File: src/inc/swc_pkg.sv
package swc_pkg;

  // Command byte layout
  localparam int CMD_FLAG_HI = 7;
  localparam int CMD_FLAG_LO = 0;
  localparam int CMD_FN_HI = 6;
  localparam int CMD_FN_LO = 5;
  localparam int CMD_ARG = 4;
  localparam int CMD_SPD_HI = 3;
  localparam int CMD_SPD_LO = 2;
  localparam int CMD_OPT = 1;

  // Function codes in bits 6..5
  localparam logic [1:0] FN_BIT = 2'h0;
  localparam logic [1:0] FN_ACCEL = 2'h1;
  localparam logic [1:0] FN_RESET = 2'h2;
  localparam logic [1:0] FN_PULSE = 2'h3;

  // Bus speed codes
  localparam logic [1:0] SPD_REGULAR = 2'h0;
  localparam logic [1:0] SPD_FLEX = 2'h1;
  localparam logic [1:0] SPD_FAST = 2'h2;
  localparam logic [1:0] SPD_ALIAS = 2'h3;
  localparam logic [1:0] SPD_PULSE = 2'h3;

  // Reserved codes
  localparam logic [7:0] CODE_DATA_MODE = 8'hE1;
  localparam logic [7:0] CODE_CMD_MODE = 8'hE3;
  localparam logic [7:0] CODE_PULSE_STOP = 8'hF1;

  // Response bytes and fields
  localparam logic [7:0] RSP_BIT_PUP_ONE = 8'hEF;
  localparam logic [7:0] RSP_BIT_PUP_ZERO = 8'hEC;
  localparam logic [7:0] RSP_DATA_PUP_ONE = 8'hF6;
  localparam logic [7:0] RSP_DATA_PUP_ZERO = 8'h76;
  localparam logic [2:0] RSP_BIT_HEAD = 3'h4;
  localparam logic [1:0] RSP_RESET_HEAD = 2'h3;
  localparam logic RSP_RESERVED = 1'h0;
  localparam logic [1:0] RSP_PULSE_LOW = 2'h0;
  // Revision code, value arbitrary
  localparam logic [2:0] CHIP_REVISION = 3'h3;

  // Pulse length counter width; a length of zero means unlimited
  localparam int PULSE_CNT_W = 16;
  localparam logic [15:0] PULSE_UNLIMITED = 16'h0000;

  // Host register map
  localparam logic [3:0] REG_TX = 4'h0;
  localparam logic [3:0] REG_STATUS = 4'h1;
  localparam logic [3:0] REG_RX = 4'h2;
  localparam int STAT_BUSY = 0;
  localparam int STAT_PEND = 1;
  localparam int STAT_OVERRUN = 2;

  // Device sequencer states
  typedef enum logic [1:0] {
    ST_IDLE = 2'b00,
    ST_BUS = 2'b01,
    ST_PULSE = 2'b10
  } swc_state_t;

  // What is running on the bus, selects the response
  typedef enum logic [1:0] {
    K_RESET = 2'b00,
    K_BIT = 2'b01,
    K_DATA = 2'b10,
    K_PULSE = 2'b11
  } swc_kind_t;

endpackage : swc_pkg

File: src/inc/swc_link_if.sv
`timescale 1ns/100ps
interface swc_link_if;
  logic cmd_valid;
  logic [7:0] cmd_byte;
  logic cmd_ready;
  logic rsp_valid;
  logic [7:0] rsp_byte;

  modport dev (
    input cmd_valid,
    input cmd_byte,
    output cmd_ready,
    output rsp_valid,
    output rsp_byte
  );

  modport host (
    output cmd_valid,
    output cmd_byte,
    input cmd_ready,
    input rsp_valid,
    input rsp_byte
  );
endinterface : swc_link_if

File: src/core/swc_dev.sv
// Function
// - Latch speed field immediately, even without activity
// - Bit7 and bit0 set; bits 6..5 function
// - Bits 3..2 speed; pulse needs 11
// - Reset response: 11, revision, bus result
// - Reset response bit 5 reserved, undefined
// - Host issues bus reset before communication
// - Single bit: one slot, bit4 selects type
// - Slot response 100, echo, sampled bit twice
// - Bit1 set: pullup, then EFh or ECh
// - Accelerator flag from bit4 drives search
// - Accelerator command: no activity, no response
// - Host disarms pullup before enabling accelerator
// - Pulse bit1 arms, bit4 selects 12V
// - Pulse length from configuration, zero unlimited
// - Host never combines unlimited with arming
// - F1h in command mode ends pulse
// - Pulse end response echoes command, low undefined
// - Armed data byte adds F6h or 76h
// - Host avoids arming inside programming pulse
// - E1h, E3h, F1h send no response
// - Check mode: repeated E3h written as data
// - Illegal command byte sends no response
//
// Implementation choices: the placing of the registers and the address-and-strobe port.
`timescale 1ns/100ps
module swc_dev (
  input wire logic CLK_I,
  input wire logic RESET_I,
  swc_link_if.dev LINK,
  input wire logic [15:0] PULSE_CYCLES_I,
  input wire logic BUS_DONE_I,
  input wire logic [7:0] BUS_RESULT_I,
  input wire logic BUS_DEMAND_END_I,
  output logic BUS_RESET_O,
  output logic BUS_SLOT_O,
  output logic BUS_SLOT_BIT_O,
  output logic BUS_BYTE_O,
  output logic [7:0] BUS_DATA_O,
  output logic [1:0] BUS_SPEED_O,
  output logic BUS_SEARCH_O,
  output logic BUS_PULLUP_O,
  output logic BUS_PROG_O,
  output logic DATA_MODE_O
);

  swc_pkg::swc_state_t state_q;
  swc_pkg::swc_kind_t kind_q;
  logic ready_q, rsp_valid_q;
  logic [7:0] rsp_byte_q, cmd_q, data_q;
  logic data_mode_q, check_q, arm_q, accel_q, opt_q, last_bit_q;
  logic [1:0] speed_q;
  logic bus_rst_q, slot_q, slot_bit_q, byte_q, pullup_q, prog_q;
  logic [15:0] cnt_q;

  ////////////////////////////////////////////////////////////////////////////
  // Decode of the incoming byte

  logic xfer, idle_take, exec, send_data, enter_check;
  logic is_comm, c_bit, c_acc, c_rst, c_pul, c_dm;
  logic [7:0] b;
  logic [1:0] fn, spd;
  logic pulse_end;

  assign b = LINK.cmd_byte;
  assign xfer = LINK.cmd_valid & ready_q;
  assign idle_take = xfer & (state_q == swc_pkg::ST_IDLE);
  // Check mode: a second E3h is data, anything else is a command
  assign exec = idle_take & (~data_mode_q | (check_q & (b != swc_pkg::CODE_CMD_MODE)));
  assign send_data = idle_take & data_mode_q
                     & (check_q ? (b == swc_pkg::CODE_CMD_MODE)
                                : (b != swc_pkg::CODE_CMD_MODE));
  assign enter_check = idle_take & data_mode_q & ~check_q & (b == swc_pkg::CODE_CMD_MODE);
  assign is_comm = b[swc_pkg::CMD_FLAG_HI] & b[swc_pkg::CMD_FLAG_LO];
  assign fn = b[swc_pkg::CMD_FN_HI:swc_pkg::CMD_FN_LO];
  assign c_bit = exec & is_comm & (fn == swc_pkg::FN_BIT);
  assign c_acc = exec & is_comm & (fn == swc_pkg::FN_ACCEL);
  assign c_rst = exec & is_comm & (fn == swc_pkg::FN_RESET);
  // Pulse with any speed code but 11 is treated as illegal, no response
  assign c_pul = exec & is_comm & (fn == swc_pkg::FN_PULSE)
                 & (b[swc_pkg::CMD_SPD_HI:swc_pkg::CMD_SPD_LO] == swc_pkg::SPD_PULSE);
  assign c_dm = exec & (b == swc_pkg::CODE_DATA_MODE);
  // Code 11 is an alias of regular speed
  assign spd = (b[swc_pkg::CMD_SPD_HI:swc_pkg::CMD_SPD_LO] == swc_pkg::SPD_ALIAS) ?
               swc_pkg::SPD_REGULAR : b[swc_pkg::CMD_SPD_HI:swc_pkg::CMD_SPD_LO];

  // Timeout, end of current demand or host stop, whichever first
  assign pulse_end = ((PULSE_CYCLES_I != swc_pkg::PULSE_UNLIMITED)
                      & ((cnt_q + 16'h0001) >= PULSE_CYCLES_I))
                     | BUS_DEMAND_END_I
                     | (xfer & (b == swc_pkg::CODE_PULSE_STOP));

  ////////////////////////////////////////////////////////////////////////////
  // Mode and persistent flags

  always_ff @(posedge CLK_I or posedge RESET_I) begin
    if (RESET_I) begin
      data_mode_q <= 1'h0;
      check_q <= 1'h0;
    end else if (enter_check) begin
      check_q <= 1'h1;
    end else if (send_data) begin
      check_q <= 1'h0;
    end else if (exec) begin
      check_q <= 1'h0;
      data_mode_q <= c_dm;
    end
  end

  always_ff @(posedge CLK_I or posedge RESET_I) begin
    if (RESET_I) begin
      speed_q <= swc_pkg::SPD_REGULAR;
      accel_q <= 1'h0;
      arm_q <= 1'h0;
    end else begin
      if (c_bit | c_acc | c_rst) begin
        speed_q <= spd;
      end
      if (c_acc) begin
        accel_q <= b[swc_pkg::CMD_ARG];
      end
      if (c_pul) begin
        arm_q <= b[swc_pkg::CMD_OPT];
      end
    end
  end

  ////////////////////////////////////////////////////////////////////////////
  // Command sequencer

  always_ff @(posedge CLK_I or posedge RESET_I) begin
    if (RESET_I) begin
      state_q <= swc_pkg::ST_IDLE;
      kind_q <= swc_pkg::K_RESET;
      ready_q <= 1'h0;
      rsp_valid_q <= 1'h0;
      rsp_byte_q <= 8'h00;
      cmd_q <= 8'h00;
      data_q <= 8'h00;
      opt_q <= 1'h0;
      last_bit_q <= 1'h0;
      bus_rst_q <= 1'h0;
      slot_q <= 1'h0;
      slot_bit_q <= 1'h0;
      byte_q <= 1'h0;
      pullup_q <= 1'h0;
      prog_q <= 1'h0;
      cnt_q <= 16'h0000;
    end else begin
      bus_rst_q <= 1'h0;
      slot_q <= 1'h0;
      byte_q <= 1'h0;
      rsp_valid_q <= 1'h0;
      unique case (state_q)
        swc_pkg::ST_IDLE: begin
          ready_q <= 1'h1;
          cmd_q <= b;
          if (send_data) begin
            byte_q <= 1'h1;
            data_q <= b;
            kind_q <= swc_pkg::K_DATA;
            ready_q <= 1'h0;
            state_q <= swc_pkg::ST_BUS;
          end else if (c_bit) begin
            slot_q <= 1'h1;
            slot_bit_q <= b[swc_pkg::CMD_ARG];
            opt_q <= b[swc_pkg::CMD_OPT];
            kind_q <= swc_pkg::K_BIT;
            ready_q <= 1'h0;
            state_q <= swc_pkg::ST_BUS;
          end else if (c_rst) begin
            bus_rst_q <= 1'h1;
            kind_q <= swc_pkg::K_RESET;
            ready_q <= 1'h0;
            state_q <= swc_pkg::ST_BUS;
          end else if (c_pul) begin
            // 12V on bit 4 set, else 5V pullup
            prog_q <= b[swc_pkg::CMD_ARG];
            pullup_q <= ~b[swc_pkg::CMD_ARG];
            kind_q <= swc_pkg::K_PULSE;
            cnt_q <= 16'h0000;
            state_q <= swc_pkg::ST_PULSE;
          end
        end
        swc_pkg::ST_BUS: begin
          if (BUS_DONE_I) begin
            rsp_valid_q <= 1'h1;
            last_bit_q <= BUS_RESULT_I[0];
            unique case (kind_q)
              swc_pkg::K_RESET: begin
                rsp_byte_q <= {swc_pkg::RSP_RESET_HEAD, swc_pkg::RSP_RESERVED,
                               swc_pkg::CHIP_REVISION, BUS_RESULT_I[1:0]};
              end
              swc_pkg::K_BIT: begin
                rsp_byte_q <= {swc_pkg::RSP_BIT_HEAD, cmd_q[4:2],
                               BUS_RESULT_I[0], BUS_RESULT_I[0]};
              end
              default: begin
                rsp_byte_q <= BUS_RESULT_I;
              end
            endcase
            // Per-slot or per-byte pullup follows the response
            if (((kind_q == swc_pkg::K_BIT) & opt_q)
                | ((kind_q == swc_pkg::K_DATA) & arm_q)) begin
              pullup_q <= 1'h1;
              cnt_q <= 16'h0000;
              ready_q <= (kind_q != swc_pkg::K_DATA);
              state_q <= swc_pkg::ST_PULSE;
            end else begin
              ready_q <= 1'h1;
              state_q <= swc_pkg::ST_IDLE;
            end
          end
        end
        swc_pkg::ST_PULSE: begin
          cnt_q <= cnt_q + 16'h0001;
          if (pulse_end) begin
            pullup_q <= 1'h0;
            prog_q <= 1'h0;
            rsp_valid_q <= 1'h1;
            ready_q <= 1'h1;
            state_q <= swc_pkg::ST_IDLE;
            unique case (kind_q)
              swc_pkg::K_BIT: begin
                rsp_byte_q <= last_bit_q ? swc_pkg::RSP_BIT_PUP_ONE
                                         : swc_pkg::RSP_BIT_PUP_ZERO;
              end
              swc_pkg::K_DATA: begin
                rsp_byte_q <= data_q[7] ? swc_pkg::RSP_DATA_PUP_ONE
                                        : swc_pkg::RSP_DATA_PUP_ZERO;
              end
              default: begin
                rsp_byte_q <= {cmd_q[7:2], swc_pkg::RSP_PULSE_LOW};
              end
            endcase
          end
        end
        default: begin
          state_q <= swc_pkg::ST_IDLE;
        end
      endcase
    end
  end

  ////////////////////////////////////////////////////////////////////////////
  // Outputs, all straight from flops

  assign LINK.cmd_ready = ready_q;
  assign LINK.rsp_valid = rsp_valid_q;
  assign LINK.rsp_byte = rsp_byte_q;
  assign BUS_RESET_O = bus_rst_q;
  assign BUS_SLOT_O = slot_q;
  assign BUS_SLOT_BIT_O = slot_bit_q;
  assign BUS_BYTE_O = byte_q;
  assign BUS_DATA_O = data_q;
  assign BUS_SPEED_O = speed_q;
  // Slot engine runs the 12-slot search pattern per byte while set
  assign BUS_SEARCH_O = accel_q;
  assign BUS_PULLUP_O = pullup_q;
  assign BUS_PROG_O = prog_q;
  assign DATA_MODE_O = data_mode_q;

endmodule : swc_dev

File: src/flat_wrapper.sv
// flat-port wrapper written by rule: the top's interface ports become plain ports
module swc_dev_flat 
  (CLK_I, RESET_I, PULSE_CYCLES_I, BUS_DONE_I, BUS_RESULT_I, BUS_DEMAND_END_I, BUS_RESET_O, BUS_SLOT_O, BUS_SLOT_BIT_O, BUS_BYTE_O, BUS_DATA_O, BUS_SPEED_O, BUS_SEARCH_O, BUS_PULLUP_O, BUS_PROG_O, DATA_MODE_O, LINK_cmd_valid, LINK_cmd_byte, LINK_cmd_ready, LINK_rsp_valid, LINK_rsp_byte);
  swc_link_if LINK_i ();
  input wire logic CLK_I;
  input wire logic RESET_I;
  input wire logic [15:0] PULSE_CYCLES_I;
  input wire logic BUS_DONE_I;
  input wire logic [7:0] BUS_RESULT_I;
  input wire logic BUS_DEMAND_END_I;
  output logic BUS_RESET_O;
  output logic BUS_SLOT_O;
  output logic BUS_SLOT_BIT_O;
  output logic BUS_BYTE_O;
  output logic [7:0] BUS_DATA_O;
  output logic [1:0] BUS_SPEED_O;
  output logic BUS_SEARCH_O;
  output logic BUS_PULLUP_O;
  output logic BUS_PROG_O;
  output logic DATA_MODE_O;
  input wire logic [$bits(LINK_i.cmd_valid)-1:0] LINK_cmd_valid;
  input wire logic [$bits(LINK_i.cmd_byte)-1:0] LINK_cmd_byte;
  output wire logic [$bits(LINK_i.cmd_ready)-1:0] LINK_cmd_ready;
  output wire logic [$bits(LINK_i.rsp_valid)-1:0] LINK_rsp_valid;
  output wire logic [$bits(LINK_i.rsp_byte)-1:0] LINK_rsp_byte;
  assign LINK_i.cmd_valid = LINK_cmd_valid;
  assign LINK_i.cmd_byte = LINK_cmd_byte;
  assign LINK_cmd_ready = LINK_i.cmd_ready;
  assign LINK_rsp_valid = LINK_i.rsp_valid;
  assign LINK_rsp_byte = LINK_i.rsp_byte;
  swc_dev u_core (.CLK_I(CLK_I), .RESET_I(RESET_I), .LINK(LINK_i), .PULSE_CYCLES_I(PULSE_CYCLES_I), .BUS_DONE_I(BUS_DONE_I), .BUS_RESULT_I(BUS_RESULT_I), .BUS_DEMAND_END_I(BUS_DEMAND_END_I), .BUS_RESET_O(BUS_RESET_O), .BUS_SLOT_O(BUS_SLOT_O), .BUS_SLOT_BIT_O(BUS_SLOT_BIT_O), .BUS_BYTE_O(BUS_BYTE_O), .BUS_DATA_O(BUS_DATA_O), .BUS_SPEED_O(BUS_SPEED_O), .BUS_SEARCH_O(BUS_SEARCH_O), .BUS_PULLUP_O(BUS_PULLUP_O), .BUS_PROG_O(BUS_PROG_O), .DATA_MODE_O(DATA_MODE_O));
endmodule
File: config.mk
export PLATFORM = sky130hd
export DESIGN_NAME = swc_dev_flat
export DESIGN_NICKNAME = d
export VERILOG_FILES = /design/src/inc/swc_pkg.sv /design/src/inc/swc_link_if.sv /design/src/core/swc_dev.sv /design/src/flat_wrapper.sv
export SDC_FILE = /design/constraint.sdc
export NUM_CORES = 1
export LEC_CHECK = 0
export ABC_CLOCK_PERIOD_IN_PS = 4200
export BUFFER_PORTS_ARGS = -buffer_cell sky130_fd_sc_hd__buf_2
export CORE_MARGIN = 10
export CORE_UTILIZATION = 56
export DETAILED_ROUTE_END_ITERATION = 6
export GPL_TIMING_DRIVEN = 0
export PLACE_DENSITY = 0.8
export SETUP_SLACK_MARGIN = 0.5
export SLEW_MARGIN = 20
export SYNTH_ARGS = -nofsm -noshare
export SYNTH_HDL_FRONTEND = slang
export SYNTH_SLANG_ARGS = --single-unit
File: constraint.sdc
create_clock -name CLK_I -period 4.2 [get_ports CLK_I]
set_input_delay 0.21 -clock CLK_I [delete_from_list [all_inputs] [get_ports CLK_I]]
set_output_delay 0.21 -clock CLK_I [all_outputs]
set_load 0.01 [all_outputs]
## After elaboration in Yosys (flattened, before gate mapping)

Index checks and enable logic that the tools add are counted.

| operators by class | value |
|---|---|
| multiplexer cells | 63 |
| add/subtract/negate cells | 1 |
| equality and inequality tests | 21 |
| bitwise operators | 31 |
| reduce and logical (&&, ||, !) cells | 20 |
| magnitude comparators | 1 |

Operators by type and width:

| kind | number |
|---|---|
| $mux W16 | 6 |
| $pmux W16 S3 | 1 |
| $pmux W8 S2 | 3 |
| $mux W1 | 32 |
| $mux W2 | 13 |
| $eq A8 B8 Y1 const B | 3 |
| $mux W8 | 3 |
| $and A1 B1 Y1 | 20 |
| $add A16 B1 Y16 const B | 1 |
| $ge A16 B16 Y1 | 1 |
| $reduce_bool A16 Y1 | 1 |
| $reduce_and A3 Y1 | 5 |
| $eq A2 B2 Y1 const B | 5 |
| $ne A2 B2 Y1 const B | 5 |
| $ne A8 B8 Y1 const B | 1 |
| $reduce_and A8 Y1 | 1 |
| $reduce_and A7 Y1 | 1 |
| $eq A2 B1 Y1 const B | 3 |
| $logic_not A2 Y1 | 3 |
| $ne A2 B1 Y1 const B | 3 |
| $or A1 B1 Y1 | 6 |
| $pmux W1 S3 | 2 |
| $pmux W2 S3 | 1 |
| $reduce_and A2 Y1 | 3 |
| 7 further kinds | 14 |

| word-level totals | value |
|---|---|
| logic and storage cells | 158 |
| input bits | 37 |
| bits in registers | 60 |

## Logic depth before layout (Yosys ltp)

| logic depth | value |
|---|---|
| depth after elaboration | 12 |
| depth in mapped cells | 14 |

## Least setup slack after synthesis

OpenSTA, ideal clock, no wires.

| path | value |
|---|---|
| kind | register to register |
| start | register u_core.cnt_q[0] |
| end | register u_core.rsp_byte_q[2], in the netlist u_core.LINK.rsp_byte[2] |
| path buffers | 1 |
| data arrival time | 3.223 ns |
| cell stages (with the launch flop) | 15 |
| library setup time | 0.125 ns |
| setup slack | 0.852 ns |
| path through | dfrtp_1 > ha_1 > and3_1 > and3_1 > and3_1 > clkbuf_1 > nand3_1 > xnor2_1 > ha_1 > and4_1 > nand4_1 > o31ai_1 > o31ai_4 > a21oi_4 > mux2_2 |

| on the way | value |
|---|---|
| word-level cells in the longest chain between the ends | 7 |

RTL lines:

| what | line | text |
|---|---|---|
| start, declared | swc_dev.sv:54 | `logic [15:0] cnt_q;` |
| start signal, assigned | swc_dev.sv:216 | `cnt_q <= cnt_q + 16'h0001;` |
| $add A16 B1 Y16 | swc_dev.sv:89 | `& ((cnt_q + 16'h0001) >= PULSE_CYCLES_I))` |
| $ge A16 B16 Y1 | swc_dev.sv:89 |  |
| $and A1 B1 Y1 | swc_dev.sv:89 |  |
| $or A1 B1 Y1 | swc_dev.sv:90 | `\| BUS_DEMAND_END_I` |
| $or A1 B1 Y1 | swc_dev.sv:91 | `\| (xfer & (b == swc_pkg::CODE_PULSE_STOP));` |
| $ne A2 B1 Y1 (no source line) | -- |  |
| $reduce_and A3 Y1 (no source line) | -- |  |
| end signal, assigned | swc_dev.sv:191 | `rsp_byte_q <= {swc_pkg::RSP_RESET_HEAD, swc_pkg::RSP_RESERVED,` |
| end signal, assigned | swc_dev.sv:195 | `rsp_byte_q <= {swc_pkg::RSP_BIT_HEAD, cmd_q[4:2],` |
| end signal, assigned | swc_dev.sv:225 | `rsp_byte_q <= last_bit_q ? swc_pkg::RSP_BIT_PUP_ONE` |
| end, declared | swc_dev.sv:50 | `logic [7:0] rsp_byte_q, cmd_q, data_q;` |

Every way passes these cells.
A chain may end at the register's enable or synchronous reset.

## Final worst setup path

Ends and elaborated chain as after synthesis.

==> flow_metrics.py <==
metrics = {
    "synth": {
        "syn-cell-area_um2": 3580,
        "synth_warnings": 0,
        "yosysUniqueCellTypes": 51,
        "synthArstFlopShare": 1.00,
        "synth.largest_area_cell": "dfrtp_1",
        "synth-seq-cells": 58,
        "seq_area_frac_synth": 0.405,
        "synth_top_cell_area_share": 0.405,
        "syn_nets": 436,
        "syn_avg_cell_area_um2": 9.58,
        "synth_ff_type": "dfrtp_1",
        "synthCells": 374,
        "ys_top_cells_by_area": "dfrtp_1 (40%), ha_1 (8.7%), mux2_2 (7.9%)",
        "synth_edf_count": 0,
    },
    "worst_setup_path": {
        "critPathLaunch": "u_core.cnt_q[0]$_DFFE_PP0P_",
        "critPathRequiredTime_ns": 4.42,
        "regToRegStartpoint": "u_core.cnt_q[0]$_DFFE_PP0P_",
        "arrival_ns": 3.87,
        "crit_path_end_kind": "register",
        "reg2reg_slack_ns": 0.55,
        "cp_max_fo": 8,
        "critical_path_class": "reg -> reg",
        "start_kind": "register",
    },
    "sta": {
        "final.period_utilization": 0.869,
        "rsz0062_at_grt": "false",
        "final_max_slew_viol_count": 0,
        "final-setup-viol-count": 0,
        "slew_headroom": 0.457,
        "tightest_slew_ns": 0.812,
        "hold_violations": 21,
        "hold_ws_ns": -0.0209,
        "fmax_mhz": 274,
        "skew_ns": 0.0108,
        "min_period_ns": 3.65,
        "tns_ns": 0,
    },
    "detailed_routing": {
        "viasPerCell": 5.85,
        "drc": 0,
        "dr.first_iter.drc_count": 206,
        "routedWlPerCell_um": 17.3,
        "vias": 3131,
        "ant_nets": 0,
        "routed_wl_mm": 9.27,
        "drt_first_pass_iters": 5,
    },
    "final_layout": {
        "mostFrequentLayoutCells": "buf_2 (67), dfrtp_1 (57), nand2_1 (37), nor2_1 (26), inv_1 (26)",
        "final_core_util": 0.694,
        "synthToLayoutAreaGrowth_pct": 21.6,
        "drive_gt1_frac": 0.298,
        "multiInputGateArea_um2": 2040,
        "fin_nets": 514,
        "regArea_um2": 1450,
        "final.fill_count": 499,
        "layout_commonest_cell": "buf_2",
    },
    "clocking": {
        "cts_max_level": 3,
        "cts_buffers": 9,
        "clock_path_buffers": 2,
        "clkSlewWorstSetupHoldPaths_ns": 0.07,
        "tritoncts": "built",
        "clkLatencyLatePin_ns": 0.34,
        "cts_num_sinks": 58,
        "root_buffer": "clkbuf_8",
        "ctsHoldBuffers": 0,
    },
    "placed_design": {
        "gp_congestion": 0.893,
        "dp_hpwl_mm": 6.63,
        "portBuffers": 63,
    },
    "global_route": {
        "grt-ovfl-total": 0,
        "grt_pass1_wl_mm": 14.8,
        "grt_pass1_vias": 3260,
        "track_usage": 0.179,
        "grt_max_degree": 59,
        "antenna_found_initial": 1,
    },
    "run_status": {
        "violations": "hold timing",
        "status": "complete, but fails checks",
    },
    "power": {
        "seq_power_share": 0.336,
        "p_sw_uw": 861,
        "p_leak_uw": 0.00208,
        "p_int_uw": 1550,
        "peakVddDrop_mv": 0.569,
        "p_total_uw": 2410,
        "p_per_area_nw_per_um2": 554,
        "combPwrFrac": 0.396,
        "power_frac_clock": 0.268,
        "swShare": 0.357,
    },
    "floorplanning": {
        "chipHeight_um": 100,
        "die-area_um2": 10000,
        "die_x_um": 100,
        "core_um2": 6280,
        "start_util": 0.571,
        "num_rows": 29,
        "io_pins": 65,
    },
    "job": {
        "drv_cap": 0,
    },
    "hold_path": {
        "hold_path.class": "in -> async",
    },
}
==> worst paths after layout <==
path	endpoint	cells after the start
max in group asynchronous	u_core.cnt_q[1]$_DFFE_PP0P_	2
hold reg to reg	u_core.BUS_PULLUP_O$_DFFE_PP0P_	1
setup reg to reg	u_core.LINK.rsp_byte[2]$_DFFE_PP0P_	15
min in group CLK_I	u_core.BUS_DATA_O[0]$_DFFE_PP0P_	2
setup / recovery	u_core.LINK.rsp_byte[2]$_DFFE_PP0P_	15
hold / removal	u_core.cnt_q[15]$_DFFE_PP0P_	2
==> metal layers <==
layer  part of all wire  track usage  wire length [um]
met1               0.39        0.200              3640
met2               0.51        0.302              4770
met3              0.080       0.0591               740
met4              0.013       0.0848               117
met5                  0            0                 0
==> power by group through the flow <==
stage	clock network (uW)	registers (uW)	logic, uW
final	647	812	956
after global routing	685	828	1050
after CTS	654	802	916
after detailed placement	0	809	909
after global placement	0	800	884
after floorplan	0	842	580
==> through the flow <==
step | instances | setup slack, ns | hold WS [ns] | instance area, um2
6_report | 535 | 0.551 | -0.0209 | 4360
5_1_grt | 535 | 0.389 | 0.0352 | 4360
4_1_cts | 530 | 0.513 | 0.0143 | 4260
3_5_place_dp | 514 | 0.402 | 0.380 | 4000
3_3_place_gp | 514 | 0.457 | 0.462 | 4000
2_1_floorplan | 374 | 0.852 | 0.296 | 3580
==> cell usage after synthesis (4+ instances only) <==
| cell type | number |
|---|---|
| nand3b_1 | 4 |
| and3_1 | 9 |
| xnor2_1 | 9 |
| a21oi_1 | 21 |
| o31ai_1 | 8 |
| nand2_1 | 37 |
| nand3_1 | 7 |
| o21ai_0 | 15 |
| nor4_1 | 4 |
| buf_2 | 4 |
| inv_1 | 27 |
| xor2_1 | 4 |
| nand4_1 | 4 |
| ha_1 | 25 |
| clkbuf_1 | 8 |
| o21ai_1 | 16 |
| and4_1 | 5 |
| dfrtp_1 | 58 |
| o21a_1 | 4 |
| mux2i_1 | 4 |
| mux2_2 | 25 |
| nand2b_1 | 5 |
| nor2_1 | 26 |
==> area by class of cell <==
cell class                 count  share of cell area
antenna                        1            0.000574
buffer                        12              0.0123
clock buffer                  11              0.0347
clock inverter                 5              0.0230
inverter                      27              0.0238
multi-input combinational    277               0.468
sequential                    58               0.333
tap                           77              0.0221
timing repair buffer          67              0.0821
==> state kept, by name (all words and copies together), names as in the netlist, 2 cells and up <==
name and flops:
u_core.LINK.rsp_byte 8, u_core.state_q 2, u_core.kind_q 2, u_core.BUS_SPEED_O 2, u_core.cnt_q 16, u_core.cmd_q 6, u_core.BUS_DATA_O 8
==> critical path, stage by stage (launching register included) <==
cell     delay, ns
dfrtp_2       0.44
ha_4          0.18
and3_4        0.20
and3_4        0.20
and3_1        0.20
buf_4         0.16
nand3_2       0.11
xnor2_2       0.16
ha_1          0.29
and4_4        0.23
nand4_1       0.12
o31ai_2       0.33
o31ai_4       0.12
buf_12        0.16
a21oi_4       0.26
mux2_2        0.37
==> what timing repair did <==
action / CTS / global route
cloned: 0 / 0
setup buffers: 0 / 4
pin swaps: 1 / 3
setup endpoints to repair: 6 / 14
gates resized for setup: 2 / 16
==> logic make-up after synthesis <==
family,Yosys count,synth area share
simple gates,117,0.171
compound gates,92,0.170
flops,58,0.405
buf+inv,39,0.0422
mux,30,0.0928
fa+ha+maj,25,0.0873
xor+xnor,13,0.0318
Power figures use the tool's default switching activity.
